===== config.mk =====
export PLATFORM = sky130hd
export DESIGN_NAME = quad_xip_read_path
export DESIGN_NICKNAME = d
export VERILOG_FILES = /design/src/xip_pkg.sv /design/src/xip_if.sv /design/src/quad_xip_read_path.sv /design/src/xip_pin_sync.sv /design/src/xip_byte_buf.sv
export SDC_FILE = /design/constraint.sdc
export NUM_CORES = 1
export LEC_CHECK = 0
export BUFFER_PORTS_ARGS = -buffer_cell sky130_fd_sc_hd__buf_4
export CAP_MARGIN = 0
export CORE_MARGIN = 2
export CORE_UTILIZATION = 57
export CTS_CLUSTER_SIZE = 24
export DETAILED_ROUTE_END_ITERATION = 10
export HOLD_SLACK_MARGIN = 0.02
export MAX_ROUTING_LAYER = met4
export PLACE_DENSITY = 0.77
export REMOVE_ABC_BUFFERS = 1
export SYNTH_ARGS = -nofsm -noshare
export SYNTH_HDL_FRONTEND = slang
export SYNTH_SLANG_ARGS = --single-unit

===== constraint.sdc =====
create_clock -name mclk_i -period 4.8 [get_ports mclk_i]
set_input_delay 1.2 -clock mclk_i [delete_from_list [all_inputs] [get_ports mclk_i]]
set_output_delay 1.2 -clock mclk_i [all_outputs]
set_load 0.005 [all_outputs]

===== src/xip_pkg.sv =====
// Shared constants, types and helpers for the quad execute-in-place read path
package xip_pkg;

    // ------------------------------------------------------------------
    // Command codes and phase lengths
    // ------------------------------------------------------------------
    localparam logic [7:0]  CMD_XIP_READ      = 8'hEB;
    localparam logic [7:0]  CMD_XIP_READ_DWA  = 8'hE7;
    localparam logic [3:0]  CMD_BITS          = 4'h8;
    localparam logic [3:0]  ADDR_NIBBLES      = 4'h6;
    localparam logic [3:0]  MODE_CLOCKS       = 4'h2;
    localparam logic [2:0]  DC_LAST_CODE      = 3'h4;
    localparam logic [3:0]  DUMMY_MAX         = 4'hA;
    localparam logic [3:0]  DUMMY_MIN         = 4'h2;

    // ------------------------------------------------------------------
    // Array, pins and buffer
    // ------------------------------------------------------------------
    localparam int          ADDR_W            = 20;
    localparam logic [19:0] ARRAY_LAST        = 20'hF_FFFF;
    localparam logic [3:0]  IO_RELEASED       = 4'hF;
    localparam logic [3:0]  IO_DRIVEN         = 4'h0;
    localparam logic [1:0]  BUF_DEPTH         = 2'h2;

    // Continuous-mode byte decode defaults: enter when (byte & mask) == match
    localparam logic [7:0]  MODE_MASK_DEF     = 8'hF0;
    localparam logic [7:0]  MODE_MATCH_DEF    = 8'hA0;

    typedef enum logic [2:0] {
        ST_IDLE   = 3'b000,
        ST_CMD    = 3'b001,
        ST_ADDR   = 3'b010,
        ST_DUMMY  = 3'b011,
        ST_DATA   = 3'b100,
        ST_IGNORE = 3'b101
    } phase_t;

    // Unused codes fall back to the longest setting, the safest one
    function automatic logic [3:0] dummy_clocks(input logic [2:0] dc);
        logic [3:0] n;
        n = {dc, 1'b0} + DUMMY_MIN;
        if (dc > DC_LAST_CODE) begin
            n = DUMMY_MAX;
        end
        return n;
    endfunction

endpackage


===== src/xip_if.sv =====
// Interfaces between the pin front end, the byte buffer and the read engine
`timescale 1ns/1ps
`default_nettype none

interface xip_pin_if;
    logic       rise;
    logic       fall;
    logic       cs_n;
    logic [3:0] io;
    modport tx (output rise, output fall, output cs_n, output io);
    modport rx (input rise, input fall, input cs_n, input io);
endinterface

interface xip_buf_if;
    logic       push_valid;
    logic [7:0] push_data;
    logic       push_ready;
    logic       pop_valid;
    logic [7:0] pop_data;
    logic       pop_ready;
    logic [1:0] level;
    logic       flush;
    modport src  (output push_valid, output push_data, input push_ready,
                  input pop_valid, input pop_data, output pop_ready,
                  input level, output flush);
    modport sink (input push_valid, input push_data, output push_ready,
                  output pop_valid, output pop_data, input pop_ready,
                  output level, input flush);
endinterface

`default_nettype wire


===== src/quad_xip_read_path.sv =====
// Quad-I/O execute-in-place read engine of the serial flash
`timescale 1ns/1ps
`default_nettype none

// Notes on behaviour
// Address is six nibbles on io3..io0, most significant nibble first.
// Host clocks the programmed dummy count; mode byte sits inside it.
// After the dummy phase all four lines turn to driven outputs.
// Each byte takes two clocks: high nibble first, then low nibble.
// Chip select high ends the read and releases all four lines.
// After the last array byte reading continues from address zero, no gap.
// In continuous mode a frame starts with the address, no command.
// Select code 000..100 gives 2, 4, 6, 8, 10 dummy clocks.
// The two mode-byte clocks are part of the dummy count.
// Align flag only affects permitted frequency, and address handling.
// EBh honours the align flag; E7h ignores it and is always aligned.
// Host keeps its serial clock within the limit for its setting.
// Host uses the lower wrap-mode limits while burst wrap is on.
// Mode byte of a frame decides whether later frames skip the command.
// E7h forces the two lowest address bits to zero.
// Initial frame sends the command serially on io0, msb first.
// Mode byte enter pattern is a mask and match parameter pair.
// Host releases io lines before the device turns them around.
module quad_xip_read_path
    import xip_pkg::*;
#(
    parameter logic [7:0] MODE_MASK  = MODE_MASK_DEF,
    parameter logic [7:0] MODE_MATCH = MODE_MATCH_DEF
) (
    input  wire logic        mclk_i,
    input  wire logic        rst_i,
    input  wire logic        sclk_i,
    input  wire logic        cs_n_i,
    input  wire logic [3:0]  io_i,
    output logic      [3:0]  io_o,
    output logic      [3:0]  io_oe_n_o,
    input  wire logic [2:0]  dummy_cycle_select_i,
    input  wire logic        dword_align_flag_i,
    output logic             execute_in_place_mode_o,
    output logic             mem_req_o,
    output logic      [19:0] mem_addr_o,
    input  wire logic        mem_rvalid_i,
    input  wire logic [7:0]  mem_rdata_i,
    output logic             mem_rready_o
);

    // ------------------------------------------------------------------
    // Front end and buffer
    // ------------------------------------------------------------------
    xip_pin_if pins ();
    xip_buf_if bb ();

    xip_pin_sync u_sync (
        .mclk_i (mclk_i),
        .rst_i  (rst_i),
        .sclk_i (sclk_i),
        .cs_n_i (cs_n_i),
        .io_i   (io_i),
        .pins   (pins.tx)
    );

    xip_byte_buf u_buf (
        .mclk_i (mclk_i),
        .rst_i  (rst_i),
        .bb     (bb.sink)
    );

    // ------------------------------------------------------------------
    // State
    // ------------------------------------------------------------------
    typedef struct packed {
        phase_t      st;
        logic        cs_prev;
        logic [3:0]  cnt;
        logic [7:0]  cmd;
        logic [23:0] addr;
        logic [7:0]  mode;
        logic        is_e7;
        logic        xip;
        logic        nib;
        logic [3:0]  lo;
        logic [3:0]  io;
        logic [3:0]  oe_n;
        logic [19:0] maddr;
        logic        req;
        logic        pend;
    } eng_t;

    eng_t        q;
    eng_t        d;
    logic [3:0]  need;
    logic [7:0]  cmd_n;
    logic [23:0] addr_n;
    logic [7:0]  mode_n;
    logic        pop_ready;
    logic        push_valid;
    logic        flush;

    assign need = dummy_clocks(dummy_cycle_select_i);

    always_comb begin
        d          = q;
        d.req      = 1'b0;
        d.cs_prev  = pins.cs_n;
        pop_ready  = 1'b0;
        flush      = 1'b0;
        push_valid = mem_rvalid_i & q.pend;
        cmd_n      = {q.cmd[6:0], pins.io[0]};
        addr_n     = {q.addr[19:0], pins.io};
        mode_n     = (q.cnt < MODE_CLOCKS) ? {q.mode[3:0], pins.io} : q.mode;

        // Address advances as each array read is issued; 20 bits wrap to zero
        if (q.req) begin
            d.maddr = q.maddr + 20'h0_0001;
        end
        if (push_valid && bb.push_ready) begin
            d.pend = 1'b0;
        end
        // One read in flight at a time, only while the buffer has room for it
        if ((q.st == ST_DUMMY || q.st == ST_DATA) && !q.pend && !q.req
            && bb.level != BUF_DEPTH) begin
            d.req  = 1'b1;
            d.pend = 1'b1;
        end

        if (pins.cs_n) begin
            d.st   = ST_IDLE;
            d.oe_n = IO_RELEASED;
            d.pend = 1'b0;
            d.req  = 1'b0;
            flush  = 1'b1;
        end else if (q.cs_prev) begin
            d.st  = q.xip ? ST_ADDR : ST_CMD;
            d.cnt = 4'h0;
            d.nib = 1'b0;
        end else begin
            case (q.st)
                ST_CMD: begin
                    if (pins.rise) begin
                        d.cmd = cmd_n;
                        d.cnt = q.cnt + 4'h1;
                        if (q.cnt == CMD_BITS - 4'h1) begin
                            d.cnt   = 4'h0;
                            d.is_e7 = (cmd_n == CMD_XIP_READ_DWA);
                            if (cmd_n == CMD_XIP_READ || cmd_n == CMD_XIP_READ_DWA) begin
                                d.st = ST_ADDR;
                            end else begin
                                d.st = ST_IGNORE;
                            end
                        end
                    end
                end
                ST_ADDR: begin
                    if (pins.rise) begin
                        d.addr = addr_n;
                        d.cnt  = q.cnt + 4'h1;
                        if (q.cnt == ADDR_NIBBLES - 4'h1) begin
                            d.st    = ST_DUMMY;
                            d.cnt   = 4'h0;
                            d.mode  = 8'h00;
                            d.maddr = addr_n[19:0];
                            if (q.is_e7 || dword_align_flag_i) begin
                                d.maddr[1:0] = 2'b00;
                            end
                        end
                    end
                end
                ST_DUMMY: begin
                    if (pins.rise) begin
                        d.mode = mode_n;
                        d.cnt  = q.cnt + 4'h1;
                        if (q.cnt == need - 4'h1) begin
                            d.st  = ST_DATA;
                            d.nib = 1'b0;
                            d.xip = ((mode_n & MODE_MASK) == MODE_MATCH);
                        end
                    end
                end
                ST_DATA: begin
                    if (pins.fall) begin
                        d.oe_n = IO_DRIVEN;
                        d.nib  = ~q.nib;
                        if (!q.nib) begin
                            // An empty buffer here means the array port is too slow
                            pop_ready = 1'b1;
                            d.io      = bb.pop_valid ? bb.pop_data[7:4] : 4'h0;
                            d.lo      = bb.pop_valid ? bb.pop_data[3:0] : 4'h0;
                        end else begin
                            d.io = q.lo;
                        end
                    end
                end
                default: begin
                    d.st = q.st;
                end
            endcase
        end
    end

    always_ff @(posedge mclk_i or posedge rst_i) begin
        if (rst_i) begin
            q         <= '0;
            q.st      <= ST_IDLE;
            q.cs_prev <= 1'b1;
            q.oe_n    <= IO_RELEASED;
        end else begin
            q <= d;
        end
    end

    assign bb.push_valid = push_valid;
    assign bb.push_data  = mem_rdata_i;
    assign bb.pop_ready  = pop_ready;
    assign bb.flush      = flush;

    assign io_o                    = q.io;
    assign io_oe_n_o               = q.oe_n;
    assign execute_in_place_mode_o = q.xip;
    assign mem_req_o               = q.req;
    assign mem_addr_o              = q.maddr;
    assign mem_rready_o            = bb.push_ready;

    // ------------------------------------------------------------------
    // Checks
    // ------------------------------------------------------------------
    logic [3:0] ph_q;

    always_ff @(posedge mclk_i or posedge rst_i) begin
        if (rst_i) begin
            ph_q <= 4'h0;
        end else if (d.st != q.st) begin
            ph_q <= 4'h0;
        end else if (pins.rise) begin
            ph_q <= ph_q + 4'h1;
        end
    end
endmodule

`default_nettype wire


===== src/xip_pin_sync.sv =====
// Pin synchroniser and serial clock edge finder
`timescale 1ns/1ps
`default_nettype none

module xip_pin_sync
    import xip_pkg::*;
(
    input  wire logic       mclk_i,
    input  wire logic       rst_i,
    input  wire logic       sclk_i,
    input  wire logic       cs_n_i,
    input  wire logic [3:0] io_i,
    xip_pin_if.tx           pins
);

    typedef struct packed {
        logic [5:0] s1;
        logic [5:0] s2;
        logic [5:0] s3;
        logic       rise;
        logic       fall;
    } sync_t;

    sync_t q;
    sync_t d;

    // Bit 5 is the serial clock, bit 4 chip select, bits 3:0 the data lines.
    // The third stage keeps data aligned with the edge pulses.
    always_comb begin
        d      = q;
        d.s1   = {sclk_i, cs_n_i, io_i};
        d.s2   = q.s1;
        d.s3   = q.s2;
        d.rise = q.s2[5] & ~q.s3[5];
        d.fall = ~q.s2[5] & q.s3[5];
    end

    always_ff @(posedge mclk_i or posedge rst_i) begin
        if (rst_i) begin
            q <= '{s1: 6'h30, s2: 6'h30, s3: 6'h30, rise: 1'b0, fall: 1'b0};
        end else begin
            q <= d;
        end
    end

    assign pins.rise = q.rise;
    assign pins.fall = q.fall;
    assign pins.cs_n = q.s3[4];
    assign pins.io   = q.s3[3:0];

endmodule

`default_nettype wire


===== src/xip_byte_buf.sv =====
// Two-entry byte buffer between the array port and the nibble shifter
`timescale 1ns/1ps
`default_nettype none

module xip_byte_buf
    import xip_pkg::*;
(
    input  wire logic mclk_i,
    input  wire logic rst_i,
    xip_buf_if.sink   bb
);

    typedef struct packed {
        logic [1:0][7:0] mem;
        logic            wp;
        logic            rp;
        logic [1:0]      cnt;
        logic            room;
    } buf_t;

    buf_t q;
    buf_t d;
    logic push;
    logic pop;

    always_comb begin
        d    = q;
        push = bb.push_valid & q.room;
        pop  = bb.pop_ready & (q.cnt != 2'h0);
        if (push) begin
            d.mem[q.wp] = bb.push_data;
            d.wp        = ~q.wp;
        end
        if (pop) begin
            d.rp = ~q.rp;
        end
        d.cnt = q.cnt + {1'b0, push} - {1'b0, pop};
        if (bb.flush) begin
            d.wp  = 1'b0;
            d.rp  = 1'b0;
            d.cnt = 2'h0;
        end
        // Readiness is kept in a flop so the array port never sees a gate output
        d.room = (d.cnt != BUF_DEPTH);
    end

    always_ff @(posedge mclk_i or posedge rst_i) begin
        if (rst_i) begin
            q      <= '0;
            q.room <= 1'b1;
        end else begin
            q <= d;
        end
    end

    assign bb.push_ready = q.room;
    assign bb.pop_valid  = (q.cnt != 2'h0);
    assign bb.pop_data   = q.mem[q.rp];
    assign bb.level      = q.cnt;

endmodule

`default_nettype wire


After elaboration in Yosys (flattened, before gate mapping)
Cells that the tools add are included.
Operators by class
  multipliers: 0
  bitwise gates (word level): 12
  equal/unequal tests: 28
  shift operators: 0
  add/subtract/negate cells: 6
  div/mod/pow operators: 0
  multiplexer cells: 59
  order comparisons: 5
  reductions and logical operators: 32
Operator list (count)
  $mux W20: 5
  $mux W8: 7
  $mux W4: 13
  $mux W3: 9
  $reduce_and A5 Y1: 5
  $mux W24: 1
  $add A20 B1 Y20 const B: 1
  $bwmux W16: 1
  $eq A8 B8 Y1 const B: 2
  $ne A4 B2 Y1 const B: 4
  $pmux W8 S2: 1
  $ne A3 B2 Y1 const B: 5
  $reduce_and A7 Y1: 2
  $mux W13: 1
  $mux W1: 12
  $mux W12: 1
  $pmux W4 S3: 1
  $reduce_and A4 Y1: 3
  $reduce_bool A2 Y1: 6
  $pmux W3 S3: 1
  $demux W8 S1: 1
  $eq A4 B3 Y1 const B: 2
  $mux W2: 4
  $ne A2 B2 Y1 const B: 4
  27 further kinds: 50
Storage, ports and cells
  memory bits (writable): 0
  flip-flop bits (word level): 118
  latch bits: 0
  memories kept: 0
  word-level logic and storage cells: 169
  bits in read-only memories: 0
  output and inout bits: 31
  bits of input ports: 21

Depth between registers and ports, before layout
Gate-level depths: netlist of run 1.
  depth after elaboration: 9
  gate-level depth with buffers: 11
  gate-level depth less buffers: 10

Hierarchy
Synthesis of run 1 repeated with hierarchy kept, for this count alone.
Second synthesis, totals
  cell total of the unflattened synthesis: 474
  area, all modules: 5376.4 µm²
By module, submodules not included
  quad_xip_read_path: sequential area each 1829.3 µm², area an instance 3846.2 µm², instances 1, cells an instance 381
  xip_byte_buf: sequential area each 526.8 µm², area an instance 973.4 µm², instances 1, cells an instance 66
  xip_pin_sync: sequential area each 508.0 µm², area an instance 556.8 µm², instances 1, cells an instance 27

Worst setup path after synthesis of run 1
Ideal clock, no wire load.
  path type: reg2reg
  start: register q[82] (netlist name)
  end: register u_buf.q (netlist bit u_buf.bb.push_ready)
  period minus slack after synthesis: 2.310 ns
  stages on the path, launching flop included: 12
  slack: 2.490 ns
  buffers on the path: 1
  required time: 4.712 ns
  arrival time: 2.222 ns
  setup time: 0.088 ns
  cell sequence: dfrtp_1 -> buf_2 -> nor2_1 -> and3_1 -> nand2_1 -> nor3_1 -> ha_1 -> inv_1 -> ha_1 -> xor2_1 -> xnor2_1 -> or3_1
RTL lines
  start: declaration: RTL line quad_xip_read_path.sv:89  | eng_t q;
  end: declaration: RTL line xip_byte_buf.sv:21  | buf_t q;

==> results of run 1 <==
-- kinds of logic after synthesis --
kind of cell | count (synthesis)
mux | 51
xor+xnor | 23
fa+ha+maj | 5
buf+inv | 57
simple gates | 117
flops | 114
compound gates | 75
-- path summary, 6_finish.rpt --
path / from / to / slack, ns / cells past startpoint
min in group asynchronous: rst_i / u_sync.d[3]$_DFF_PP0_ / 0.80 / 2
hold reg to reg: u_sync.d[5]$_DFF_PP0_ / u_sync.pins.io[3]$_DFF_PP0_ / 0.35 / 0
setup reg to reg: q[82]$_DFFE_PP0P_ / u_buf.bb.push_ready$_DFF_PP1_ / 2.02 / 10
setup / recovery: q[82]$_DFFE_PP0P_ / u_buf.bb.push_ready$_DFF_PP1_ / 2.02 / 10
hold / removal: u_sync.d[5]$_DFF_PP0_ / u_sync.pins.io[3]$_DFF_PP0_ / 0.35 / 0
max in group asynchronous: rst_i / q[81]$_DFF_PP1_ / 3.08 / 3
-- power by group --
group	switching [uW]	internal, uW	leakage [uW]
combinational	91.2	123	0.00110
clock	449	704	0.000268
sequential	67.4	1050	0.00150
-- layer usage --
| layer | wire (um) | GRT usage |
|---|---|---|
| met2 | 4730 | 0.324 |
| met1 | 4300 | 0.280 |
| met3 | 329 | 0.0555 |
| met5 | 0 | - |
| met4 | 133 | 0.0748 |
-- stage by stage --
step / cell area [sq um] / util / setup WS, ns / cells
floorplan: 4880 / - / 0.599 / 393
global placement: 5430 / 0.616 / 2.20 / 555
detailed placement: 5430 / 0.616 / 2.08 / 555
CTS: 5990 / 0.680 / 1.97 / 587
global route: 5990 / 0.680 / 1.74 / 587
finish: 5990 / 0.680 / 2.02 / 587
-- flip-flops by register name (all words and copies together), names as in the netlist --
| signal | flops |
|---|---|
| q | 23 |
| io_oe_n_o | 1 |
| u_sync.pins.rise | 1 |
| u_buf.bb.level | 2 |
| u_sync.q | 1 |
| u_sync.pins.io | 4 |
| addr_n | 16 |
| u_buf.q | 18 |
| u_buf.bb.push_ready | 1 |
| u_sync.pins.fall | 1 |
| mem_addr_o | 20 |
| io_o | 4 |
| cmd_n | 7 |
| mem_req_o | 1 |
| u_sync.d | 12 |
| execute_in_place_mode_o | 1 |
| u_sync.pins.cs_n | 1 |
-- cells in the mapped netlist (all sizes together), types with 6 or more instances --
cell and n:
a21oi 26, a22o 8, and3 7, buf 41
clkbuf 8, dfrtp 105, dfstp 9, inv 8
mux2 45, mux2i 6, nand2 23, nand3 12
nor2 31, o21ai 13, xnor2 9, xor2 14
-- cell usage in the layout (no fill, tap or decap), types with 12 or more instances in the layout --
cell         n
nand2_1     23
nor2_1      31
o21ai_0     12
nand3_1     12
xor2_1      14
mux2_2      45
a21oi_1     25
clkbuf_16   16
buf_4       54
dfrtp_1    105
-- final cells by class --
class                           instances  area, sq um
Fill cell                             626         2820
Tap cell                              108          135
Clock buffer                           18          428
Sequential cell                       114         2860
Clock inverter                         14          133
Timing Repair Buffer                   54          405
Inverter                                8         32.5
Multi-Input combinational cell        271         1990
==> insert_results.sql, run 1 <==
INSERT INTO impl_metrics (metric_group, metric, value, unit) VALUES
('outcome', 'outcome', 'completed', ''),
('sta', 'worst-slew-pin-transition', '0.667', 'ns'),
('logic_synthesis', 'post_synth_instance_area', '0.00523', 'sq mm'),
('critical_path', 'critical_path.top_delay_family', 'simple AND/OR/NAND/NOR gates', ''),
('power', 'p_total', '2480', 'uW'),
('logic_synthesis', 'synth-compound-area-share', '0.0960', ''),
('drt', 'via_per_inst', '5.64', ''),
('drt', 'detail_route.first_pass.iterations', '4', ''),
('clock_tree', 'clk_lat_worst_skew', '0.51', 'ns'),
('clock_tree', 'ctsHoldBuffers', '0', ''),
('floorplan', 'io-pin-count', '52', ''),
('critical_path', 'worstSetupEndpointType', 'flop', ''),
('clock_tree', 'clk_transition_reported_paths', '0.06', 'ns'),
('logic_synthesis', 'synth_xor_xnor_area_share', '0.0386', ''),
('critical_path', 'critical_path.n_buffers_inverters', '1', ''),
('logic_synthesis', 'postSynthAreaPerCell', '11.8', 'sq um'),
('drt', 'post_drt_wl_per_cell', '16.2', 'um'),
('placement', 'placement.io_buffers', '51', ''),
('global_routing', 'remaining_global_route_overflow', '0', ''),
('critical_path', 'worst_setup_path_start_kind', 'flop', ''),
('sta', 'fmax', '0.360', 'GHz'),
('critical_path', 'path_cells', 'nor2_1, and3_1, nand2_1, nor3_1, ha_1, inv_1, ha_1, xor2_1, xnor2_1, or3_1', ''),
('critical_path', 'critPathMaxStageDelay', '0.49', 'ns'),
('drt', 'ant_nets', '0', ''),
('clock_tree', 'clock_root_buffer', 'clkbuf_8', ''),
('sta', 'finalClockSkew', '0.00678', 'ns'),
('global_routing', 'track_usage', '0.213', ''),
('cells_and_area', 'finish.net_count', '492', ''),
('sta', 'slew_headroom', '0.555', ''),
('floorplan', 'floorplan.initialDensity', '0.593', ''),
('logic_synthesis', 'synth_seq_cells', '114', ''),
('flow_run', 'cap_violations', '0', ''),
('logic_synthesis', 'post_synth_num_cell_types', '56', ''),
('clock_tree', 'clock_path_buffers', '2', ''),
('critical_path', 'critical_path_arrival', '3.21', 'ns'),
('sta', 'timing.final.crit_share', '0.579', ''),
('drt', 'route.detailed.drc', '0', ''),
('logic_synthesis', 'synth_cells', '442', ''),
('floorplan', 'width_of_the_chip', '99.7', 'um'),
('floorplan', 'row_count', '34', ''),
('logic_synthesis', 'yosys_warnings', '0', ''),
('sta', 'fin_worst_hold_slack', '0.345', 'ns'),
('clock_tree', 'cts_inserted_buffers', '17', ''),
('floorplan', 'fp.dieArea', '0.00995', 'sq mm'),
('logic_synthesis', 'synth-seq-area-share', '0.548', ''),
('logic_synthesis', 'synth-adder-area-share', '0.0120', ''),
('logic_synthesis', 'synth.top_cell.area_share', '0.503', ''),
('drt', 'drt_first_iter_violations', '163', ''),
('clock_tree', 'count_of_instances_resized_after_the_clock_tree_is_built', '0', ''),
('placement', 'dp_hpwl', '6400', 'um'),
('logic_synthesis', 'synth_top_family_by_area', 'simple AND/OR/NAND/NOR gates', ''),
('logic_synthesis', 'ys_top_cells_by_area', 'dfrtp_1 (50%), mux2_2 (9.7%), dfstp_2 (4.5%), buf_4 (4.2%), a21oi_1 (2.4%)', ''),
('logic_synthesis', 'yosysTopAreaCell', 'dfrtp_1', ''),
('clock_tree', 'tritoncts_clock_tree', 'built', ''),
('sta', 'setup_violations', '0', ''),
('cells_and_area', 'syn_to_layout_area_delta', '14.6', '%'),
('sta', 'finalHoldViolations', '0', ''),
('critical_path', 'crit_top_cell', 'ha_1', ''),
('global_routing', 'initial_antenna_violation_count', '0', ''),
('logic_synthesis', 'post_synth_and_or_nand_nor_area_fraction', '0.125', ''),
('cells_and_area', 'antenna_cells', '0', ''),
('critical_path', 'slowest_stage', 'dfrtp_1', ''),
('drt', 'route.final.wire_length', '9500', 'um'),
('critical_path', 'timing.critical_path.fanout_max', '19', ''),
('logic_synthesis', 'synth_enable_flop_cells', '0', ''),
('global_routing', 'wire_length_of_the_first_global_routing_pass', '16000', 'um'),
('sta', 'fin_tns_setup', '0', 'ns'),
('global_routing', 'vias_in_the_first_global_route', '3346', ''),
('critical_path', 'critical_path_class', 'flop to flop', ''),
('logic_synthesis', 'async_reset_ff_frac', '1.00', ''),
('worst_hold_path', 'hold_path.class', 'flop to flop', '');
(Power assumes the default switching activity.)
==> run 2: changes to the inputs <==
--- a/config.mk
+++ b/config.mk
@@ -8,12 +8,12 @@
 export BUFFER_PORTS_ARGS = -buffer_cell sky130_fd_sc_hd__buf_4
 export CAP_MARGIN = 0
 export CORE_MARGIN = 2
-export CORE_UTILIZATION = 57
+export CORE_UTILIZATION = 53
 export CTS_CLUSTER_SIZE = 24
 export DETAILED_ROUTE_END_ITERATION = 10
 export HOLD_SLACK_MARGIN = 0.02
 export MAX_ROUTING_LAYER = met4
-export PLACE_DENSITY = 0.77
+export PLACE_DENSITY = 0.76
 export REMOVE_ABC_BUFFERS = 1
 export SYNTH_ARGS = -nofsm -noshare
 export SYNTH_HDL_FRONTEND = slang
==> constraint.sdc (replaced) <==
create_clock -name mclk_i -period 2.5 [get_ports mclk_i]
set_input_delay 0.625 -clock mclk_i [delete_from_list [all_inputs] [get_ports mclk_i]]
set_output_delay 0.625 -clock mclk_i [all_outputs]
set_load 0.005 [all_outputs]
==> insert_results.sql, run 2 (same netlist as run 1, synthesis figures left out) <==
INSERT INTO impl_metrics (metric_group, metric, value, unit) VALUES
('outcome', 'outcome', 'completed', ''),
('placement', 'placed_area', '0.00551', 'sq mm'),
('clock_tree', 'h-tree-depth', '4', ''),
('clock_tree', 'clk_lat_worst_skew', '0.52', 'ns'),
('placement', 'place.gp.congestion', '0.810', ''),
('cells_and_area', 'top_register', 'q', ''),
('sta', 'fin_tns_setup', '0', 'ns'),
('clock_tree', 'clock_path_buffers', '2', ''),
('drt', 'route.final.wire_length', '9850', 'um'),
('sta', 'fin_ws', '0.298', 'ns'),
('clock_tree', 'post-cts-setup-buffers', '0', ''),
('cells_and_area', 'finish.net_count', '497', ''),
('floorplan', 'width_of_the_chip', '103', 'um'),
('sta', 'finalWorstPathRequiredPeriod', '2.20', 'ns'),
('placement', 'placement.io_buffers', '51', ''),
('power', 'worst_ir_drop_vdd', '0.000607', 'V'),
('drt', 'route.detailed.drc', '0', ''),
('cells_and_area', 'antenna_cells', '0', ''),
('critical_path', 'r2r_slack', '0.30', 'ns'),
('cells_and_area', 'multiInputGateArea', '0.00199', 'sq mm'),
('clock_tree', 'clk_transition_reported_paths', '0.06', 'ns'),
('flow_run', 'cap_violations', '0', ''),
('power', 'clockPowerShare', '0.507', ''),
('placement', 'dp_worst_setup_slack', '0.251', 'ns'),
('sta', 'worst-slew-pin-transition', '0.604', 'ns'),
('cells_and_area', 'syn_to_layout_area_delta', '18.1', '%'),
('drt', 'drt_first_iter_violations', '102', ''),
('floorplan', 'floorplan.initialDensity', '0.540', ''),
('critical_path', 'timing.critical_path.fanout_max', '2', ''),
('clock_tree', 'tritoncts_clock_tree', 'built', ''),
('critical_path', 'critical_path_arrival', '2.64', 'ns'),
('clock_tree', 'ctsHoldBuffers', '0', ''),
('global_routing', 'maximum_number_of_pins_on_one_net_before_global_route_repair', '53', ''),
('cells_and_area', 'design_area', '0.00617', 'sq mm'),
('sta', 'slew_headroom', '0.596', ''),
('sta', 'timing.final.crit_share', '0.881', ''),
('global_routing', 'vias_in_the_first_global_route', '3407', ''),
('global_routing', 'remaining_global_route_overflow', '0', ''),
('clock_tree', 'clock_sinks', '114', ''),
('sta', 'finalHoldViolations', '0', ''),
('sta', 'setup_violations', '0', ''),
('floorplan', 'row_count', '36', ''),
('sta', 'final_max_slew_viol_count', '0', ''),
('cells_and_area', 'num-fill-cells', '749', ''),
('power', 'power.density', '842', 'mW/mm^2'),
('power', 'power.share.combinational', '0.082', ''),
('power', 'power_frac_seq', '0.411', ''),
('sta', 'fmax', '0.454', 'GHz'),
('drt', 'post_drt_wl_per_cell', '16.0', 'um'),
('cells_and_area', 'largest_reg_flops', '23', ''),
('clock_tree', 'clock_root_buffer', 'clkbuf_8', ''),
('sta', 'fin_worst_hold_slack', '0.142', 'ns'),
('drt', 'detail_route.first_pass.iterations', '4', ''),
('global_routing', 'initial_antenna_violation_count', '0', ''),
('placement', 'dp_hpwl', '6430', 'um'),
('critical_path', 'worstSetupEndpointType', 'flop', ''),
('clock_tree', 'cts_inserted_buffers', '17', ''),
('drt', 'detailroute.via_count', '3419', ''),
('floorplan', 'chipHeight', '103', 'um'),
('drt', 'via_per_inst', '5.54', ''),
('sta', 'finalClockSkew', '0.00774', 'ns'),
('cells_and_area', 'commonest_cells_after_routing_fill_and_taps_aside', 'dfrtp_1 (105), buf_4 (58), mux2_2 (45), nor2_1 (31), a21oi_1 (25)', ''),
('floorplan', 'io-pin-count', '52', ''),
('critical_path', 'critical_path_class', 'flop to flop', ''),
('worst_hold_path', 'hold_path.class', 'primary input to asynchronous set/reset pin', ''),
('critical_path', 'required_time_of_the_critical_path', '2.93', 'ns'),
('critical_path', 'worst_setup_path_start_kind', 'flop', ''),
('cells_and_area', 'final_layout_size_suffix_gt1_frac', '0.322', ''),
('cells_and_area', 'mostFrequentLayoutCell', 'dfrtp_1', ''),
('cells_and_area', 'ff_latch_area', '0.00286', 'sq mm'),
('sta', 'setup_repair_after_global_routing_missed_its_margin', 'false', ''),
('floorplan', 'fp.dieArea', '0.0107', 'sq mm'),
('power', 'power_switching_share', '0.220', ''),
('floorplan', 'placeableCoreArea', '0.00968', 'sq mm'),
('drt', 'ant_nets', '0', ''),
('global_routing', 'wire_length_of_the_first_global_routing_pass', '16600', 'um'),
('power', 'p_switching', '1150', 'uW'),
('power', 'p_int', '4050', 'uW'),
('clock_tree', 'count_of_instances_resized_after_the_clock_tree_is_built', '0', ''),
('power', 'power.leakage', '0.00293', 'uW'),
('global_routing', 'track_usage', '0.213', '');
## run 2: changes by cell type in the layout (fill, tap and decap cells not counted), sizes merged
cell | previous run | this run
clkbuf | 18 | 20
clkinvlp | 3 | 5
buf | 54 | 59
inv | 11 | 9
clkinv | 7 | 1
bufinv | 1 | 5
## run 2: final timing paths
path / to / cells past startpoint / start
max: u_buf.bb.push_ready$_DFF_PP1_ / 10 / q[82]$_DFFE_PP0P_
min: u_sync.pins.io[3]$_DFF_PP0_ / 2 / rst_i
max reg2reg: u_buf.bb.push_ready$_DFF_PP1_ / 10 / q[82]$_DFFE_PP0P_
min reg2reg: u_sync.d[2]$_DFF_PP0_ / 0 / u_sync.d[8]$_DFF_PP0_
max in group asynchronous: io_oe_n_o[2]$_DFFE_PP1P_ / 3 / rst_i
min in group mclk_i: u_sync.d[11]$_DFF_PP0_ / 1 / io_i[3]
## run 2: worst max-delay path, stage by stage (launching register included)
cell and delay [ns]:
dfrtp_1 0.38, nor2_1 0.18, and3_1 0.21, nand2_1 0.08, nor3_2 0.19, ha_1 0.27, inv_1 0.06, ha_1 0.15
xor2_1 0.19, xnor2_1 0.11, or3_1 0.31
## run 2: layout make-up
| class | count | share of cell area |
|---|---|---|
| multi-input combinational | 271 | 0.323 |
| sequential | 114 | 0.464 |
| clock buffer | 20 | 0.0738 |
| timing repair buffer | 59 | 0.0738 |
| clock inverter | 12 | 0.0327 |
| inverter | 8 | 0.00527 |
| tap | 133 | 0.0270 |
## run 2: power groups by stage
stage               combinational, uW  clock [uW]  sequential, uW
floorplan                         276           0            2130
global placement                  413           0            2150
detailed placement                430           0            2160
CTS                               435        2670            2130
global route                      485        2770            2150
finish                            427        2640            2130
## run 2: layer usage
metal  GRT usage  part of all wire  wire length [um]
met1       0.268              0.44              4340
met2       0.332              0.51              5010
met3      0.0484             0.033               323
met4      0.0972             0.018               177
met5           -                 0                 0
## run 2: metrics by stage
| stage | utilization | std cells | total power [uW] |
|---|---|---|---|
| 2_1_floorplan | - | 393 | 2410 |
| 3_3_place_gp | 0.569 | 585 | 2560 |
| 3_5_place_dp | 0.569 | 585 | 2590 |
| 4_1_cts | 0.636 | 617 | 5240 |
| 5_1_grt | 0.637 | 617 | 5400 |
| 6_report | 0.637 | 617 | 5190 |
==> run 3: changes to the inputs <==
--- a/config.mk
+++ b/config.mk
@@ -7,6 +7,7 @@
 export LEC_CHECK = 0
 export BUFFER_PORTS_ARGS = -buffer_cell sky130_fd_sc_hd__buf_4
 export CAP_MARGIN = 0
+export CORE_ASPECT_RATIO = 0.7
 export CORE_MARGIN = 2
 export CORE_UTILIZATION = 53
 export CTS_CLUSTER_SIZE = 24
==> insert_results.sql, run 3 (same netlist as run 1, synthesis figures left out) <==
INSERT INTO impl_metrics (metric_group, metric, value, unit) VALUES
('placement', 'dp_worst_setup_slack', '0.237', 'ns'),
('cells_and_area', 'design_area', '0.00611', 'sq mm'),
('sta', 'fmax', '0.442', 'GHz'),
('cells_and_area', 'syn_to_layout_area_delta', '17.0', '%'),
('drt', 'route.detailed.drc', '0', ''),
('clock_tree', 'clock_root_buffer', 'clkbuf_16', ''),
('outcome', 'outcome', 'completed', ''),
('cells_and_area', 'antenna_cells', '0', ''),
('drt', 'ant_nets', '0', ''),
('floorplan', 'width_of_the_chip', '123', 'um'),
('sta', 'final_max_slew_viol_count', '0', ''),
('critical_path', 'r2r_start', 'q[84]$_DFFE_PP0P_', ''),
('worst_hold_path', 'hold_path.class', 'primary input to asynchronous set/reset pin', ''),
('power', 'p_total', '5030', 'uW'),
('drt', 'detail_route.first_pass.iterations', '5', ''),
('clock_tree', 'clock_path_buffers', '2', ''),
('global_routing', 'wire_length_of_the_first_global_routing_pass', '15900', 'um'),
('power', 'power.density', '823', 'mW/mm^2'),
('global_routing', 'remaining_global_route_overflow', '0', ''),
('floorplan', 'floorplan.initialDensity', '0.542', ''),
('floorplan', 'fp.dieArea', '0.0107', 'sq mm'),
('clock_tree', 'clk_lat_worst_skew', '0.41', 'ns'),
('sta', 'fin_tns_setup', '0', 'ns'),
('critical_path', 'worst_setup_path_start_kind', 'flop', ''),
('drt', 'route.final.wire_length', '9800', 'um'),
('clock_tree', 'ctsHoldBuffers', '0', ''),
('placement', 'placement.io_buffers', '51', ''),
('sta', 'fin_ws', '0.240', 'ns'),
('flow_run', 'cap_violations', '0', ''),
('sta', 'timing.final.crit_share', '0.904', ''),
('cells_and_area', 'final_layout_size_suffix_gt1_frac', '0.318', ''),
('placement', 'dp_hpwl', '6610', 'um'),
('sta', 'finalHoldViolations', '0', ''),
('clock_tree', 'count_of_instances_resized_after_the_clock_tree_is_built', '0', ''),
('floorplan', 'chipHeight', '87.1', 'um'),
('sta', 'worst-slew-pin-transition', '0.605', 'ns'),
('global_routing', 'track_usage', '0.205', ''),
('critical_path', 'critical_path_arrival', '2.59', 'ns'),
('sta', 'finalWorstPathRequiredPeriod', '2.26', 'ns'),
('clock_tree', 'clk_transition_reported_paths', '0.06', 'ns'),
('power', 'power.leakage', '0.00292', 'uW'),
('global_routing', 'vias_in_the_first_global_route', '3216', ''),
('clock_tree', 'post-cts-setup-buffers', '0', ''),
('floorplan', 'io-pin-count', '52', ''),
('floorplan', 'row_count', '30', ''),
('cells_and_area', 'top_register', 'q', ''),
('cells_and_area', 'finish.net_count', '497', ''),
('power', 'worst_ir_drop_vdd', '0.000611', 'V'),
('critical_path', 'required_time_of_the_critical_path', '2.83', 'ns'),
('drt', 'drt_first_iter_violations', '291', ''),
('sta', 'setup_repair_after_global_routing_missed_its_margin', 'false', ''),
('cells_and_area', 'commonest_cells_after_routing_fill_and_taps_aside', 'dfrtp_1 (105), buf_4 (57), mux2_2 (45), nor2_1 (31), a21oi_1 (25)', ''),
('cells_and_area', 'mostFrequentLayoutCell', 'dfrtp_1', ''),
('placement', 'place.gp.congestion', '0.819', ''),
('drt', 'detailroute.via_count', '3339', ''),
('critical_path', 'worstSetupEndpointType', 'flop', ''),
('placement', 'placed_area', '0.00551', 'sq mm'),
('clock_tree', 'tritoncts_clock_tree', 'built', ''),
('global_routing', 'maximum_number_of_pins_on_one_net_before_global_route_repair', '45', ''),
('critical_path', 'critical_path_class', 'flop to flop', ''),
('global_routing', 'initial_antenna_violation_count', '0', ''),
('sta', 'setup_violations', '0', ''),
('drt', 'via_per_inst', '5.46', ''),
('critical_path', 'timing.critical_path.fanout_max', '9', ''),
('drt', 'post_drt_wl_per_cell', '16.0', 'um'),
('cells_and_area', 'largest_reg_flops', '23', ''),
('critical_path', 'timing.critical_path.from', 'q[84]$_DFFE_PP0P_', ''),
('sta', 'slew_headroom', '0.592', ''),
('clock_tree', 'cts_inserted_buffers', '17', ''),
('clock_tree', 'clock_sinks', '114', ''),
('clock_tree', 'h-tree-depth', '4', ''),
('sta', 'finalClockSkew', '0.00795', 'ns'),
('floorplan', 'placeableCoreArea', '0.00965', 'sq mm');
[run 3: changes by cell type in the layout (fill, tap and decap cells not counted), sizes merged]
cell	before	now
inv	9	10
clkinvlp	5	3
bufinv	5	3
clkinv	1	5
clkbuf	20	19
[run 3: worst max-delay path, stage by stage (launching register included)]
cell	delay, ns
dfrtp_1	0.50
and3_1	0.23
nand2_1	0.07
nor3_1	0.27
ha_1	0.30
inv_1	0.06
ha_1	0.14
xor2_1	0.19
xnor2_1	0.11
or3_1	0.31
[run 3: layer usage]
layer	up-vias	track usage	share of wire	routed length [um]
li1	1595	-	-	-
met1	1662	0.287	0.51	4950
met2	75	0.283	0.44	4300
met3	7	0.0687	0.047	460
met4	0	0.0596	0.0083	81
met5	-	-	0	0
[run 3: final cells by class]
cell class	count	area, sq um
Timing Repair Buffer	59	468
Clock buffer	19	443
Sequential cell	114	2860
Clock inverter	13	159
Inverter	8	32.5
Fill cell	696	3530
Tap cell	128	160
Multi-Input combinational cell	271	1990
[run 3: power by group]
group          leakage, uW  switching, uW  internal [uW]  total (uW)
combinational      0.00113            197            248         445
sequential         0.00150            129           2010        2140
clock             0.000290            858           1590        2450
total              0.00292           1180           3850        5030
[run 3: final timing paths]
check | cells after the start | slack (ns) | to
max in group asynchronous | 3 | 1.66 | q[81]$_DFF_PP1_
worst max register to register | 9 | 0.24 | u_buf.bb.push_ready$_DFF_PP1_
min in group mclk_i | 1 | 0.32 | u_sync.d[9]$_DFF_PP0_
worst min-delay path | 2 | 0.24 | q[33]$_DFFE_PP0P_
worst min register to register | 0 | 0.34 | u_sync.d[3]$_DFF_PP0_
worst max-delay path | 9 | 0.24 | u_buf.bb.push_ready$_DFF_PP1_
[run 3: metrics by stage]
| stage | util | hold slack [ns] | std cells |
|---|---|---|---|
| detailed placement | 0.571 | 0.335 | 580 |
| finish | 0.634 | 0.240 | 612 |
| CTS | 0.634 | 0.243 | 612 |
| floorplan | - | 0.331 | 393 |
| global placement | 0.571 | 0.333 | 580 |
| global route | 0.634 | 0.264 | 612 |
